**config.mk**
```make
export PLATFORM = sky130hd
export DESIGN_NAME = adc_sequencer_control
export DESIGN_NICKNAME = d
export VERILOG_FILES = /design/src/hw/adc_sequencer_control.v
export VERILOG_INCLUDE_DIRS = /design/src /design/src/hw
export SDC_FILE = /design/constraint.sdc
export NUM_CORES = 1
export LEC_CHECK = 0
export CORE_AREA = 10 10 152 154
export DETAILED_ROUTE_END_ITERATION = 16
export DIE_AREA = 0 0 162 164
export DONT_BUFFER_PORTS = 1
export GPL_TIMING_DRIVEN = 0
export HOLD_SLACK_MARGIN = 0.12
export PLACE_DENSITY_LB_ADDON = 0.2
export SYNTH_ARGS = -nofsm -noshare
export SYNTH_HDL_FRONTEND = slang
export SYNTH_SLANG_ARGS = --single-unit
```
**constraint.sdc**
```tcl
create_clock -name clk_i -period 2.25 [get_ports clk_i]
set_input_delay 0.225 -clock clk_i [delete_from_list [all_inputs] [get_ports clk_i]]
set_output_delay 0.225 -clock clk_i [all_outputs]
set_load 0.05 [all_outputs]
```
**src/hw/adc_seq_consts.vh**
```
// Purpose: Constants shared by the converter sequencer control block
// Assumes: 16-bit register port with 4-bit word address
// Notes:   Offsets are word indices on the register port
`ifndef ADC_SEQ_CONSTS_VH
`define ADC_SEQ_CONSTS_VH

// Register offsets
`define OFF_CTL        4'h0
`define OFF_TRG        4'h1
`define OFF_CFG        4'h2
`define OFF_FLAGS      4'h3
`define OFF_ENABLES    4'h4
`define OFF_RES0       4'h8

// Control/status register fields
`define CTL_EN_BIT     0
`define CTL_START_BIT  1
`define CTL_BUSY_BIT   10
`define CTL_CUR_LSB    12
`define CTL_CUR_MSB    14

// Trigger/input select register fields
`define TRG_SMP_LSB    0
`define TRG_SMP_MSB    2
`define TRG_SEL_LSB    4
`define TRG_SEL_MSB    5
`define TRG_MODE_BIT   6
`define TRG_ALIGN_BIT  7
`define TRG_FIRST_LSB  8
`define TRG_FIRST_MSB  10
`define TRG_LAST_LSB   11
`define TRG_LAST_MSB   13
`define TRG_WMASK      16'h3ff7
`define TRG_RESET      16'h0007

// Voltage range field
`define CFG_VR_LSB     0
`define CFG_VR_MSB     1
`define VR_ENABLED     2'h3
`define VR_RESET       2'h0

// Trigger sources
`define TRIG_SOFT      2'h0
`define TRIG_TIMER     2'h1
`define TRIG_EXT       2'h3

// Sampling time is field value plus this many converter clocks
`define SMP_BASE       4'h4

`endif

```
**src/hw/adc_sequencer_control.v**
```verilog
// Purpose: Control, sequencing and status for a 12-bit converter channel
// Assumes: All inputs synchronous to clk_i; conv_tick_i marks one converter clock
// Notes:   The analog core samples while conv_sample_o is high and answers
//          conv_start_o with conv_done_i and conv_data_i
//
// Contract
// - Control bits 14:12 read the input number being converted.
// - After stopping, field keeps last input; zero if highest input finished.
// - Busy forced to 0 when module enable goes to 1.
// - Start 1 begins sampling or arms hardware triggers; 0 asks termination.
// - Start bit never self-clears; rewrite 0 then 1 to restart.
// - Clearing start finishes current conversion, then stops.
// - Control bit 0 gates converter clock and enables operation.
// - After enable cleared, software reads enable back 0 before clock off.
// - First (10:8) and last (13:11) input fields select the range.
// - Alignment 1 puts result in 15:4, 0 puts it in 11:0.
// - Alignment change re-presents all results without altering them.
// - Mode 1 repeats the range continuously, 0 makes one pass.
// - Trigger select: 3 external pin, 1 timer underflow, 0 software.
// - Sampling lasts field value plus four converter clocks.
// - Conversion only runs with voltage range set to 3; code checks it only when taking a trigger, so a running sequence continues.
// - Flags: overwrite in 15:8, completion in 7:0, write 1 clears.
// - Enables match flag positions bit for bit.
// - Each input has a read-only 16-bit result register reset to zero.
// - Load sets completion flag; load over set flag sets overwrite.
// - Inputs converted in ascending order, one pass or until start cleared.
// - Falling edge of external pin starts conversion when armed.

`include "adc_seq_consts.vh"

`default_nettype none

module adc_sequencer_control #(
    parameter [2:0] MAX_INPUT = 3'h7
) (
    // Clock and reset
    input  wire        clk_i,
    input  wire        reset_n_i,
    // Register port
    input  wire [3:0]  addr_i,
    input  wire [15:0] wdata_i,
    input  wire        wr_i,
    input  wire        rd_i,
    output reg  [15:0] rdata_o,
    // Trigger sources
    input  wire        conv_tick_i,
    input  wire        timer_underflow_i,
    input  wire        external_trigger_pin_i,
    // Analog core
    input  wire        conv_done_i,
    input  wire [11:0] conv_data_i,
    output reg         converter_clock_en_o,
    output reg         conv_sample_o,
    output reg         conv_start_o,
    output reg  [2:0]  conv_channel_o,
    // Interrupt request
    output reg         irq_o
);

    localparam [1:0] ST_IDLE   = 2'd0;
    localparam [1:0] ST_SYNC   = 2'd1;
    localparam [1:0] ST_SAMPLE = 2'd2;
    localparam [1:0] ST_CONV   = 2'd3;

    ////////////////////////////////////////////////////////////////////////
    // Result presentation

    function [15:0] present;
        input [11:0] raw;
        input        left;
        begin
            if (left)
                present = {raw, 4'h0};
            else
                present = {4'h0, raw};
        end
    endfunction

    // Register select decode shared by every write strobe
    function hit;
        input [3:0] addr;
        input [3:0] offs;
        begin
            hit = (addr == offs);
        end
    endfunction

    ////////////////////////////////////////////////////////////////////////
    // Registers

    reg         en_r;
    reg         start_r;
    reg  [15:0] trg_r;
    reg  [1:0]  voltage_range_r;
    reg  [7:0]  cmp_r;
    reg  [7:0]  ovf_r;
    reg  [7:0]  cmp_en_r;
    reg  [7:0]  ovf_en_r;
    reg  [11:0] res_r [0:7];
    reg  [1:0]  state_r;
    reg  [1:0]  state_nxt;
    reg         busy_r;
    reg  [2:0]  ch_r;
    reg  [2:0]  cur_r;
    reg  [3:0]  smp_cnt_r;
    reg         sw_pend_r;
    reg         ext_prev_r;
    reg  [15:0] rdata_nxt;
    reg  [2:0]  chan_nxt;

    wire [2:0] smp_sel   = trg_r[`TRG_SMP_MSB:`TRG_SMP_LSB];
    wire [1:0] trig_sel  = trg_r[`TRG_SEL_MSB:`TRG_SEL_LSB];
    wire       cont_mode = trg_r[`TRG_MODE_BIT];
    wire       align_l   = trg_r[`TRG_ALIGN_BIT];
    wire [2:0] first_in  = trg_r[`TRG_FIRST_MSB:`TRG_FIRST_LSB];
    wire [2:0] last_in   = trg_r[`TRG_LAST_MSB:`TRG_LAST_LSB];

    wire wr_ctl   = wr_i && hit(addr_i, `OFF_CTL);
    wire wr_trg   = wr_i && hit(addr_i, `OFF_TRG);
    wire wr_cfg   = wr_i && hit(addr_i, `OFF_CFG);
    wire wr_flags = wr_i && hit(addr_i, `OFF_FLAGS);
    wire wr_enab  = wr_i && hit(addr_i, `OFF_ENABLES);

    wire start_wr1 = wr_ctl && wdata_i[`CTL_START_BIT];

    // Trigger events per source; the reserved code never fires
    wire ext_fall = ext_prev_r && !external_trigger_pin_i;
    reg  trig_ev;
    always @* begin
        case (trig_sel)
            `TRIG_SOFT:  trig_ev = sw_pend_r;
            `TRIG_TIMER: trig_ev = timer_underflow_i;
            `TRIG_EXT:   trig_ev = ext_fall;
            default:     trig_ev = 1'b0;
        endcase
    end

    // Accept only while idle, enabled, armed and in the working voltage range
    wire trig_take = trig_ev && start_r && !busy_r && en_r
                     && (voltage_range_r == `VR_ENABLED);

    wire smp_last  = ({1'b0, smp_sel} + `SMP_BASE - 4'h1) == smp_cnt_r;
    wire load_w    = (state_r == ST_CONV) && conv_done_i;
    wire at_last   = (ch_r == last_in);
    wire [7:0] load_vec = load_w ? (8'h01 << ch_r) : 8'h00;
    wire [2:0] stop_ch  = (ch_r == MAX_INPUT) ? 3'h0 : ch_r;

    ////////////////////////////////////////////////////////////////////////
    // Software-owned settings

    always @(posedge clk_i or negedge reset_n_i) begin
        if (!reset_n_i) begin
            en_r     <= 1'b0;
            start_r  <= 1'b0;
            trg_r    <= `TRG_RESET;
            voltage_range_r <= `VR_RESET;
        end else begin
            if (wr_ctl) begin
                en_r    <= wdata_i[`CTL_EN_BIT];
                start_r <= wdata_i[`CTL_START_BIT];
            end
            if (wr_trg)
                trg_r <= wdata_i & `TRG_WMASK;
            if (wr_cfg)
                voltage_range_r <= wdata_i[`CFG_VR_MSB:`CFG_VR_LSB];
        end
    end

    always @(posedge clk_i or negedge reset_n_i) begin
        if (!reset_n_i) begin
            cmp_en_r <= 8'h00;
            ovf_en_r <= 8'h00;
        end else if (wr_enab) begin
            ovf_en_r <= wdata_i[15:8];
            cmp_en_r <= wdata_i[7:0];
        end
    end

    // Reset to the idle high level so no false edge follows reset
    always @(posedge clk_i or negedge reset_n_i) begin
        if (!reset_n_i)
            ext_prev_r <= 1'b1;
        else
            ext_prev_r <= external_trigger_pin_i;
    end

    // Only a 0-to-1 write of start is a software trigger; a stale one is
    // dropped once another source is chosen, so it cannot fire later
    always @(posedge clk_i or negedge reset_n_i) begin
        if (!reset_n_i)
            sw_pend_r <= 1'b0;
        else if (start_wr1 && !start_r)
            sw_pend_r <= 1'b1;
        else if ((wr_ctl && !wdata_i[`CTL_START_BIT]) || trig_take || (trig_sel != `TRIG_SOFT))
            sw_pend_r <= 1'b0;
    end

    ////////////////////////////////////////////////////////////////////////
    // Sequencer

    always @* begin
        state_nxt = state_r;
        case (state_r)
            ST_IDLE: begin
                if (trig_take)
                    state_nxt = ST_SYNC;
            end
            ST_SYNC: begin
                if (conv_tick_i)
                    state_nxt = ST_SAMPLE;
            end
            ST_SAMPLE: begin
                if (conv_tick_i && smp_last)
                    state_nxt = ST_CONV;
            end
            ST_CONV: begin
                if (load_w) begin
                    if (!start_r)
                        state_nxt = ST_IDLE;
                    else if (at_last && !cont_mode)
                        state_nxt = ST_IDLE;
                    else
                        state_nxt = ST_SYNC;
                end
            end
            default: state_nxt = ST_IDLE;
        endcase
        // Losing the enable drops the sequence at once; its result is lost.
        // Setting the enable also passes through here, so busy starts at 0.
        if (!en_r)
            state_nxt = ST_IDLE;
    end

    // Channel shown to the core: held while idle, next input on each load
    always @* begin
        chan_nxt = ch_r;
        if (state_nxt == ST_IDLE)
            chan_nxt = conv_channel_o;
        else if (state_r == ST_IDLE)
            chan_nxt = first_in;
        else if (load_w && !at_last)
            chan_nxt = ch_r + 3'h1;
        else if (load_w)
            chan_nxt = first_in;
    end

    // Counts converter clocks only while sampling
    always @(posedge clk_i or negedge reset_n_i) begin
        if (!reset_n_i)
            smp_cnt_r <= 4'h0;
        else if (state_r != ST_SAMPLE)
            smp_cnt_r <= 4'h0;
        else if (conv_tick_i)
            smp_cnt_r <= smp_cnt_r + 4'h1;
    end

    always @(posedge clk_i or negedge reset_n_i) begin
        if (!reset_n_i) begin
            state_r        <= ST_IDLE;
            busy_r         <= 1'b0;
            ch_r           <= 3'h0;
            cur_r          <= 3'h0;
            conv_sample_o  <= 1'b0;
            conv_start_o   <= 1'b0;
            conv_channel_o <= 3'h0;
        end else begin
            state_r      <= state_nxt;
            busy_r       <= (state_nxt != ST_IDLE);
            conv_sample_o <= (state_nxt == ST_SAMPLE);
            conv_start_o <= (state_r == ST_SAMPLE) && (state_nxt == ST_CONV);
            if (state_r == ST_IDLE && trig_take) begin
                ch_r  <= first_in;
                cur_r <= first_in;
            end else if (load_w && state_nxt == ST_SYNC) begin
                ch_r  <= at_last ? first_in : ch_r + 3'h1;
                cur_r <= at_last ? first_in : ch_r + 3'h1;
            end else if (load_w) begin
                cur_r <= stop_ch;
            end
            conv_channel_o <= chan_nxt;
        end
    end

    ////////////////////////////////////////////////////////////////////////
    // Results and event flags

    // One result slot and one flag pair per input
    genvar g;
    generate
        for (g = 0; g < 8; g = g + 1) begin : slot
            always @(posedge clk_i or negedge reset_n_i) begin
                if (!reset_n_i)
                    res_r[g] <= 12'h000;
                else if (load_vec[g])
                    res_r[g] <= conv_data_i;
            end
            // A load in the same cycle as a clear keeps the flag set
            always @(posedge clk_i or negedge reset_n_i) begin
                if (!reset_n_i) begin
                    cmp_r[g] <= 1'b0;
                    ovf_r[g] <= 1'b0;
                end else begin
                    if (load_vec[g])
                        cmp_r[g] <= 1'b1;
                    else if (wr_flags && wdata_i[g])
                        cmp_r[g] <= 1'b0;
                    if (load_vec[g] && cmp_r[g])
                        ovf_r[g] <= 1'b1;
                    else if (wr_flags && wdata_i[g + 8])
                        ovf_r[g] <= 1'b0;
                end
            end
        end
    endgenerate

    always @(posedge clk_i or negedge reset_n_i) begin
        if (!reset_n_i)
            irq_o <= 1'b0;
        else
            irq_o <= |((cmp_r & cmp_en_r) | (ovf_r & ovf_en_r));
    end

    // Gate follows the enable register one clock later; clearing it stops the core on the next clock
    always @(posedge clk_i or negedge reset_n_i) begin
        if (!reset_n_i)
            converter_clock_en_o <= 1'b0;
        else
            converter_clock_en_o <= en_r;
    end

    ////////////////////////////////////////////////////////////////////////
    // Read port: data stand only in the cycle after the strobe

    always @* begin
        rdata_nxt = 16'h0000;
        if (rd_i) begin
            if (addr_i >= `OFF_RES0)
                rdata_nxt = present(res_r[addr_i[2:0]], align_l);
            else begin
                case (addr_i)
                    `OFF_CTL: begin
                        rdata_nxt[`CTL_CUR_MSB:`CTL_CUR_LSB] = cur_r;
                        rdata_nxt[`CTL_BUSY_BIT]  = busy_r;
                        rdata_nxt[`CTL_START_BIT] = start_r;
                        rdata_nxt[`CTL_EN_BIT]    = en_r;
                    end
                    `OFF_TRG:     rdata_nxt = trg_r;
                    `OFF_CFG:     rdata_nxt[`CFG_VR_MSB:`CFG_VR_LSB] = voltage_range_r;
                    `OFF_FLAGS:   rdata_nxt = {ovf_r, cmp_r};
                    `OFF_ENABLES: rdata_nxt = {ovf_en_r, cmp_en_r};
                    default:      rdata_nxt = 16'h0000;
                endcase
            end
        end
    end

    always @(posedge clk_i or negedge reset_n_i) begin
        if (!reset_n_i)
            rdata_o <= 16'h0000;
        else
            rdata_o <= rdata_nxt;
    end

endmodule

`default_nettype wire

```
Word-level counts from Yosys, hierarchy flattened
Index checks and enable logic that the tools add are counted.

Reductions and logical operators: 79. Equal/unequal tests: 17. $add $sub $neg: 4. Bitwise operators: 4. Magnitude comparators: 2. Multiplexer cells: 68. Shift-type cells: 1.

Operator list (count): $mux 16 (3); $logic_and 1x1->1 (44); $reduce_bool 2->1 (21); $bmux 12 s3 (1); $mux 1 (36); $mux 3 (10); $mux 12 (2); $pmux 8 s3 (1); $and 8x8->8 (2); $eq 2x2->1 const B (6); $pmux 3 s4 (1); $mux 2 (5); $pmux 2 s5 (1); $eq 4x2->1 const B (2); $ge 4x4->1 const B (2); $mux 4 (2); $mux 8 (1); $or 8x8->8 (1); $pmux 2 s4 (1); $reduce_or 8->1 (1); $shl 1x3->8 const A (1); $eq 2x1->1 const B (3); $logic_not 1->1 (6); $logic_not 2->1 (3); other kinds (17) (19).

Output and inout port bits: 23. Logic and storage cells: 218. Bits in registers: 183. Bits of input ports: 40.

Longest topological paths before layout
Depth after elaboration: 14. Depth in mapped cells: 8. Gate-level depth less buffers: 7.

Worst setup path before layout
OpenSTA, ideal clock, no wires.

Path kind: register to register. Start: reg trg_r[0]. End: reg conv_sample_o. Cell stages (with the launch flop): 8. Slack: 213 ps. Data arrival time: 1918 ps. Path buffers: 0. Required time: 2131 ps. Period minus slack after synthesis: 2037 ps. Library setup time: 119 ps. Cell sequence: dfstp_2 -> inv_1 -> ha_1 -> xnor2_1 -> or3_1 -> a2111oi_0 -> o31ai_1 -> and2_1.

Word-level cells in the longest chain between the ends: 8.

RTL lines: from (decl) (RTL line adc_sequencer_control.v:93) `reg [15:0] trg_r;`; from (signal assigned) (RTL line adc_sequencer_control.v:155) `` trg_r <= `TRG_RESET; ``; from (signal assigned) (RTL line adc_sequencer_control.v:163) `` trg_r <= wdata_i & `TRG_WMASK; ``; $add 3x3->4 (no line); $sub 4x1->4 (RTL line adc_sequencer_control.v:142) `` wire smp_last = ({1'b0, smp_sel} + `SMP_BASE - 4'h1) == smp_cnt_r; ``; $eq 4x4->1 (RTL line adc_sequencer_control.v:142); $logic_and 1x1->1 (RTL line adc_sequencer_control.v:213) `if (conv_tick_i && smp_last)`; $mux 2 (RTL line adc_sequencer_control.v:213); $pmux 2 s4 (RTL line adc_sequencer_control.v:203) `case (state_r)`; $mux 2 (RTL line adc_sequencer_control.v:230) `if (!en_r)`; $eq 2x2->1 (RTL line adc_sequencer_control.v:269) `conv_sample_o <= (state_nxt == ST_SAMPLE);`; to (signal assigned) (RTL line adc_sequencer_control.v:269); to (decl) (RTL line adc_sequencer_control.v:53) `output reg conv_sample_o,`.

No other way between the ends. A chain may end at the register's enable or synchronous reset.

Worst setup path in the final report
Start: reg state_r[0]. End: reg res_r[93] in the netlist's numbering.

Word-level cells in the longest chain between the ends: 3.

RTL lines: from (decl) (RTL line adc_sequencer_control.v:100) `reg [1:0] state_r;`; from (signal assigned) (RTL line adc_sequencer_control.v:267) `state_r <= state_nxt;`; $eq 2x2->1 (RTL line adc_sequencer_control.v:143) `wire load_w = (state_r == ST_CONV) && conv_done_i;`; $logic_and 1x1->1 (RTL line adc_sequencer_control.v:143); $mux 8 (RTL line adc_sequencer_control.v:145) `wire [7:0] load_vec = load_w ? (8'h01 << ch_r) : 8'h00;`; to (signal, indexed assignment) (RTL line adc_sequencer_control.v:295) `res_r[g] <= conv_data_i;`; to (decl) (RTL line adc_sequencer_control.v:99) `reg [11:0] res_r [0:7];`.

No other way between the ends.

==> flow_summary.ini <==
[run_status]
status = finished with violations
violations = negative hold slack

[place]
dpl.hpwl_mm = 16.6
placed_area_um2 = 9160
gp_congestion = 0.933
portBuffers = 0
dp.cells = 949

[clock_tree]
numCtsBuffers = 17
clk_latency_ns = 0.44
holdBufCountCts = 33
clock-sinks = 183
root_buffer = clkbuf_16
cts_setup_buffers = 0
clockBufferDepth = 2
clk_pin_slew_ns = 0.07
tritoncts = yes
h-tree-depth = 4

[final_layout]
final_common_cell = dfrtp_1
ff_latch_area_um2 = 4580
final_nets = 777
syn_to_final_growth_pct = 15.2
fin_cells = 1015
multiInputGateArea_um2 = 3960
final_area_um2 = 10200
fillers = 1760
final_cell_mix = dfrtp_1 (179), mux2_2 (137), nand2_1 (60)
drive_gt1_share_pct = 29.1

[detailed_routing]
wl_per_cell_um = 23.6
vias = 6037
drc = 0
drtIter0Drc = 500
wl_mm = 23.9
postRouteAntennaNets = 0
drt_first_pass_iters = 5
via_per_inst = 5.95

[setup_path]
crit_path_start_kind = flip-flop
crit_cells = 5
cpMaxStageDelayCell = dfrtp_1
r2r_setup_slack_ns = 0.1
worst_setup_path_end_kind = flip-flop
path_buf_inv = 1
cp.arrival_ns = 2.47
path_delay_family = simple AND/OR/NAND/NOR gates
reg2reg_depth = 5
cp_slowest_stage_delay_ns = 0.46
required_ns = 2.57
crit_type = reg -> reg
crit_chain = nand3_1 -> nor2_4 -> nand2_1 -> buf_2 -> mux2_2
crit_path_max_fanout = 10
r2r-start = state_r[0]$_DFF_PN0_
worst_r2r_endpoint = res_r[93]$_DFFE_PN0P_

[power_and_ir_drop]
power.density_nw_per_um2 = 771
p_leak_nw = 4.84
p_int_mw = 5.68
pwr-share-seq_pct = 48.7
finalPower_mw = 7.83
p_comb_share_pct = 10.4
p_sw_share_pct = 27.5
clockPowerShare_pct = 40.9
vdd_drop_max_uv = 509
p_switching_mw = 2.15

[timing]
slew-limit-headroom_pct = 48.4
fin_skew_ns = 0.00959
finalMaxSlewViolations = 0
fin_hold_ws_ns = -0.516
finalSetupViolCount = 0
period_needed_ns = 2.15
fmaxAchievable_ghz = 0.464
rsz0062_at_grt = false
hold_violations = 183
worst_pin_slew_ns = 0.773
fin_crit_sh_pct = 95.7

[grt]
grt_pass1_wl_mm = 37.4
overflow = 0
grt_max_degree = 184
grt_pass1_vias = 6262
track_usage_pct = 18.3
antenna_found_initial = 4

[floorplanning]
rows = 52
core_area_um2 = 20000
dieHeight_um = 164
start_util_pct = 44.0
die_area_um2 = 26600
die_x_um = 162
pin_count = 63

[yosys]
ys_ff_latch = 183
synthTopCellsByArea = dfrtp_1 (51%), mux2_2 (17%), mux4_1 (3.9%)
yosys.area.top_type = dfrtp_1
ys_warn_count = 0
synthXorXnorAreaFrac_pct = 0.893
synth_area_um2 = 8820
async_reset_ff_share_pct = 100
muxShareOfSynthArea_pct = 25.0
synthCells = 679
yosysSeqAreaShare_pct = 52.0
yosysTopAreaCellShare_pct = 50.8
synthAdderAreaFrac_pct = 1.28
yosys.cell_types.count = 67
synthSimpleGateAreaFrac_pct = 7.91
synth_ff_type = dfrtp_1
synth_enable_flop_cells = 0
syn_nets = 728
synth_compound_area_share_pct = 9.43
syn_area_per_cell_um2 = 13.0
synth_top_family_by_area = multiplexers

[hold_path]
min_path_type = in -> async

[flow_run]
max_cap_viol_count = 0
## repair_timing
item | in CTS | in global routing
gates resized for setup | 2 | 3
cloned | 0 | 0
setup endpoints to repair | 3 | 46
pin swaps | 0 | 1
hold endpoints to repair | 337 | 183
## registers in the layout (all words and copies together), names as in the netlist
signal and cells:
res_r 96, rdata_o 16, trg_r 13, cmp_en_r 8, cmp_r 8, ovf_en_r 8, ovf_r 8, smp_cnt_r 4
ch_r 3, conv_channel_o 3, cur_r 3, state_r 2, voltage_range_r 2, busy_r 1, conv_sample_o 1, conv_start_o 1
converter_clock_en_o 1, en_r 1, ext_prev_r 1, irq_o 1, start_r 1, sw_pend_r 1
## worst max path at each step
stage,startpoint,to
CTS,trg_r[0]$_DFFE_PN1P_,conv_sample_o$_DFF_PN0_
detailed placement,trg_r[0]$_DFFE_PN1P_,conv_sample_o$_DFF_PN0_
floorplan,trg_r[0]$_DFFE_PN1P_,conv_sample_o$_DFF_PN0_
finish,state_r[0]$_DFF_PN0_,res_r[93]$_DFFE_PN0P_
global route,trg_r[0]$_DFFE_PN1P_,conv_sample_o$_DFF_PN0_
global placement,trg_r[0]$_DFFE_PN1P_,conv_sample_o$_DFF_PN0_
## cell usage after synthesis (all sizes together) (2+ instances only)
library cell	instances
a32o	5
mux4	16
dfrtp	179
clkbuf	12
a21o	3
nand2b	8
a22oi	14
mux2	138
buf	28
a21boi	2
o21ai	8
a211oi	7
o211ai	3
mux2i	24
xnor2	4
or2	2
nor3	12
or3	3
nand2	60
nand4	3
and2	6
a21oi	13
a221oi	13
a2bb2oi	4
o2111ai	2
a31oi	4
nand3b	4
nand3	12
inv	12
o21a	3
a222oi	3
dfstp	4
a22o	10
nor2	14
o211a	2
nor2b	3
xor2	5
ha	9
and3	10
## power by group through the flow
| stage | sequential, mW | combinational (mW) | clock (mW) |
|---|---|---|---|
| finish | 3.81 | 0.812 | 3.21 |
| global placement | 3.86 | 0.681 | 0 |
| global route | 3.83 | 0.876 | 3.41 |
| floorplan | 3.76 | 0.559 | 0 |
| detailed placement | 3.86 | 0.696 | 0 |
| CTS | 3.80 | 0.788 | 3.26 |
## layer usage
metal | GRT usage [%] | part of all wire (%) | up-vias
met1 | 24.1 | 44 | 3122
met4 | 5.42 | 1.5 | 0
met5 | 0 | 0 | -
met3 | 4.46 | 6.9 | 34
met2 | 29.5 | 48 | 238
li1 | - | - | 2643
## logic make-up after synthesis
kind of cell             Yosys count
AND/OR/NAND/NOR                  141
flip-flops                       183
XOR/XNOR                           9
buffers and inverters             52
multiplexers                     178
AO/OA/AOI/OAI                    107
adder cells (fa/ha/maj)            9
## per-stage QoR
step | utilization, % | worst slack (ns) | setup TNS (ns)
6_report | 50.7 | 0.0964 | 0
5_1_grt | 50.7 | 0.000265 | 0
4_1_cts | 50.6 | 0.0161 | 0
3_5_place_dp | 45.7 | -0.245 | -0.485
3_3_place_gp | 45.7 | -0.174 | -0.282
2_1_floorplan | - | 0.213 | 0
## area by class of cell
cell class | count | area share, %
diodes | 4 | 0.0985
plain buffers | 37 | 2.54
clock buffers | 17 | 4.19
clock inverters | 15 | 2.12
inverters | 12 | 0.443
multi-input cells | 444 | 38.9
flip-flops and latches | 183 | 45.1
well taps | 270 | 3.32
repair buffers | 33 | 3.25
No activity file was read; power rests on OpenSTA's default activity.
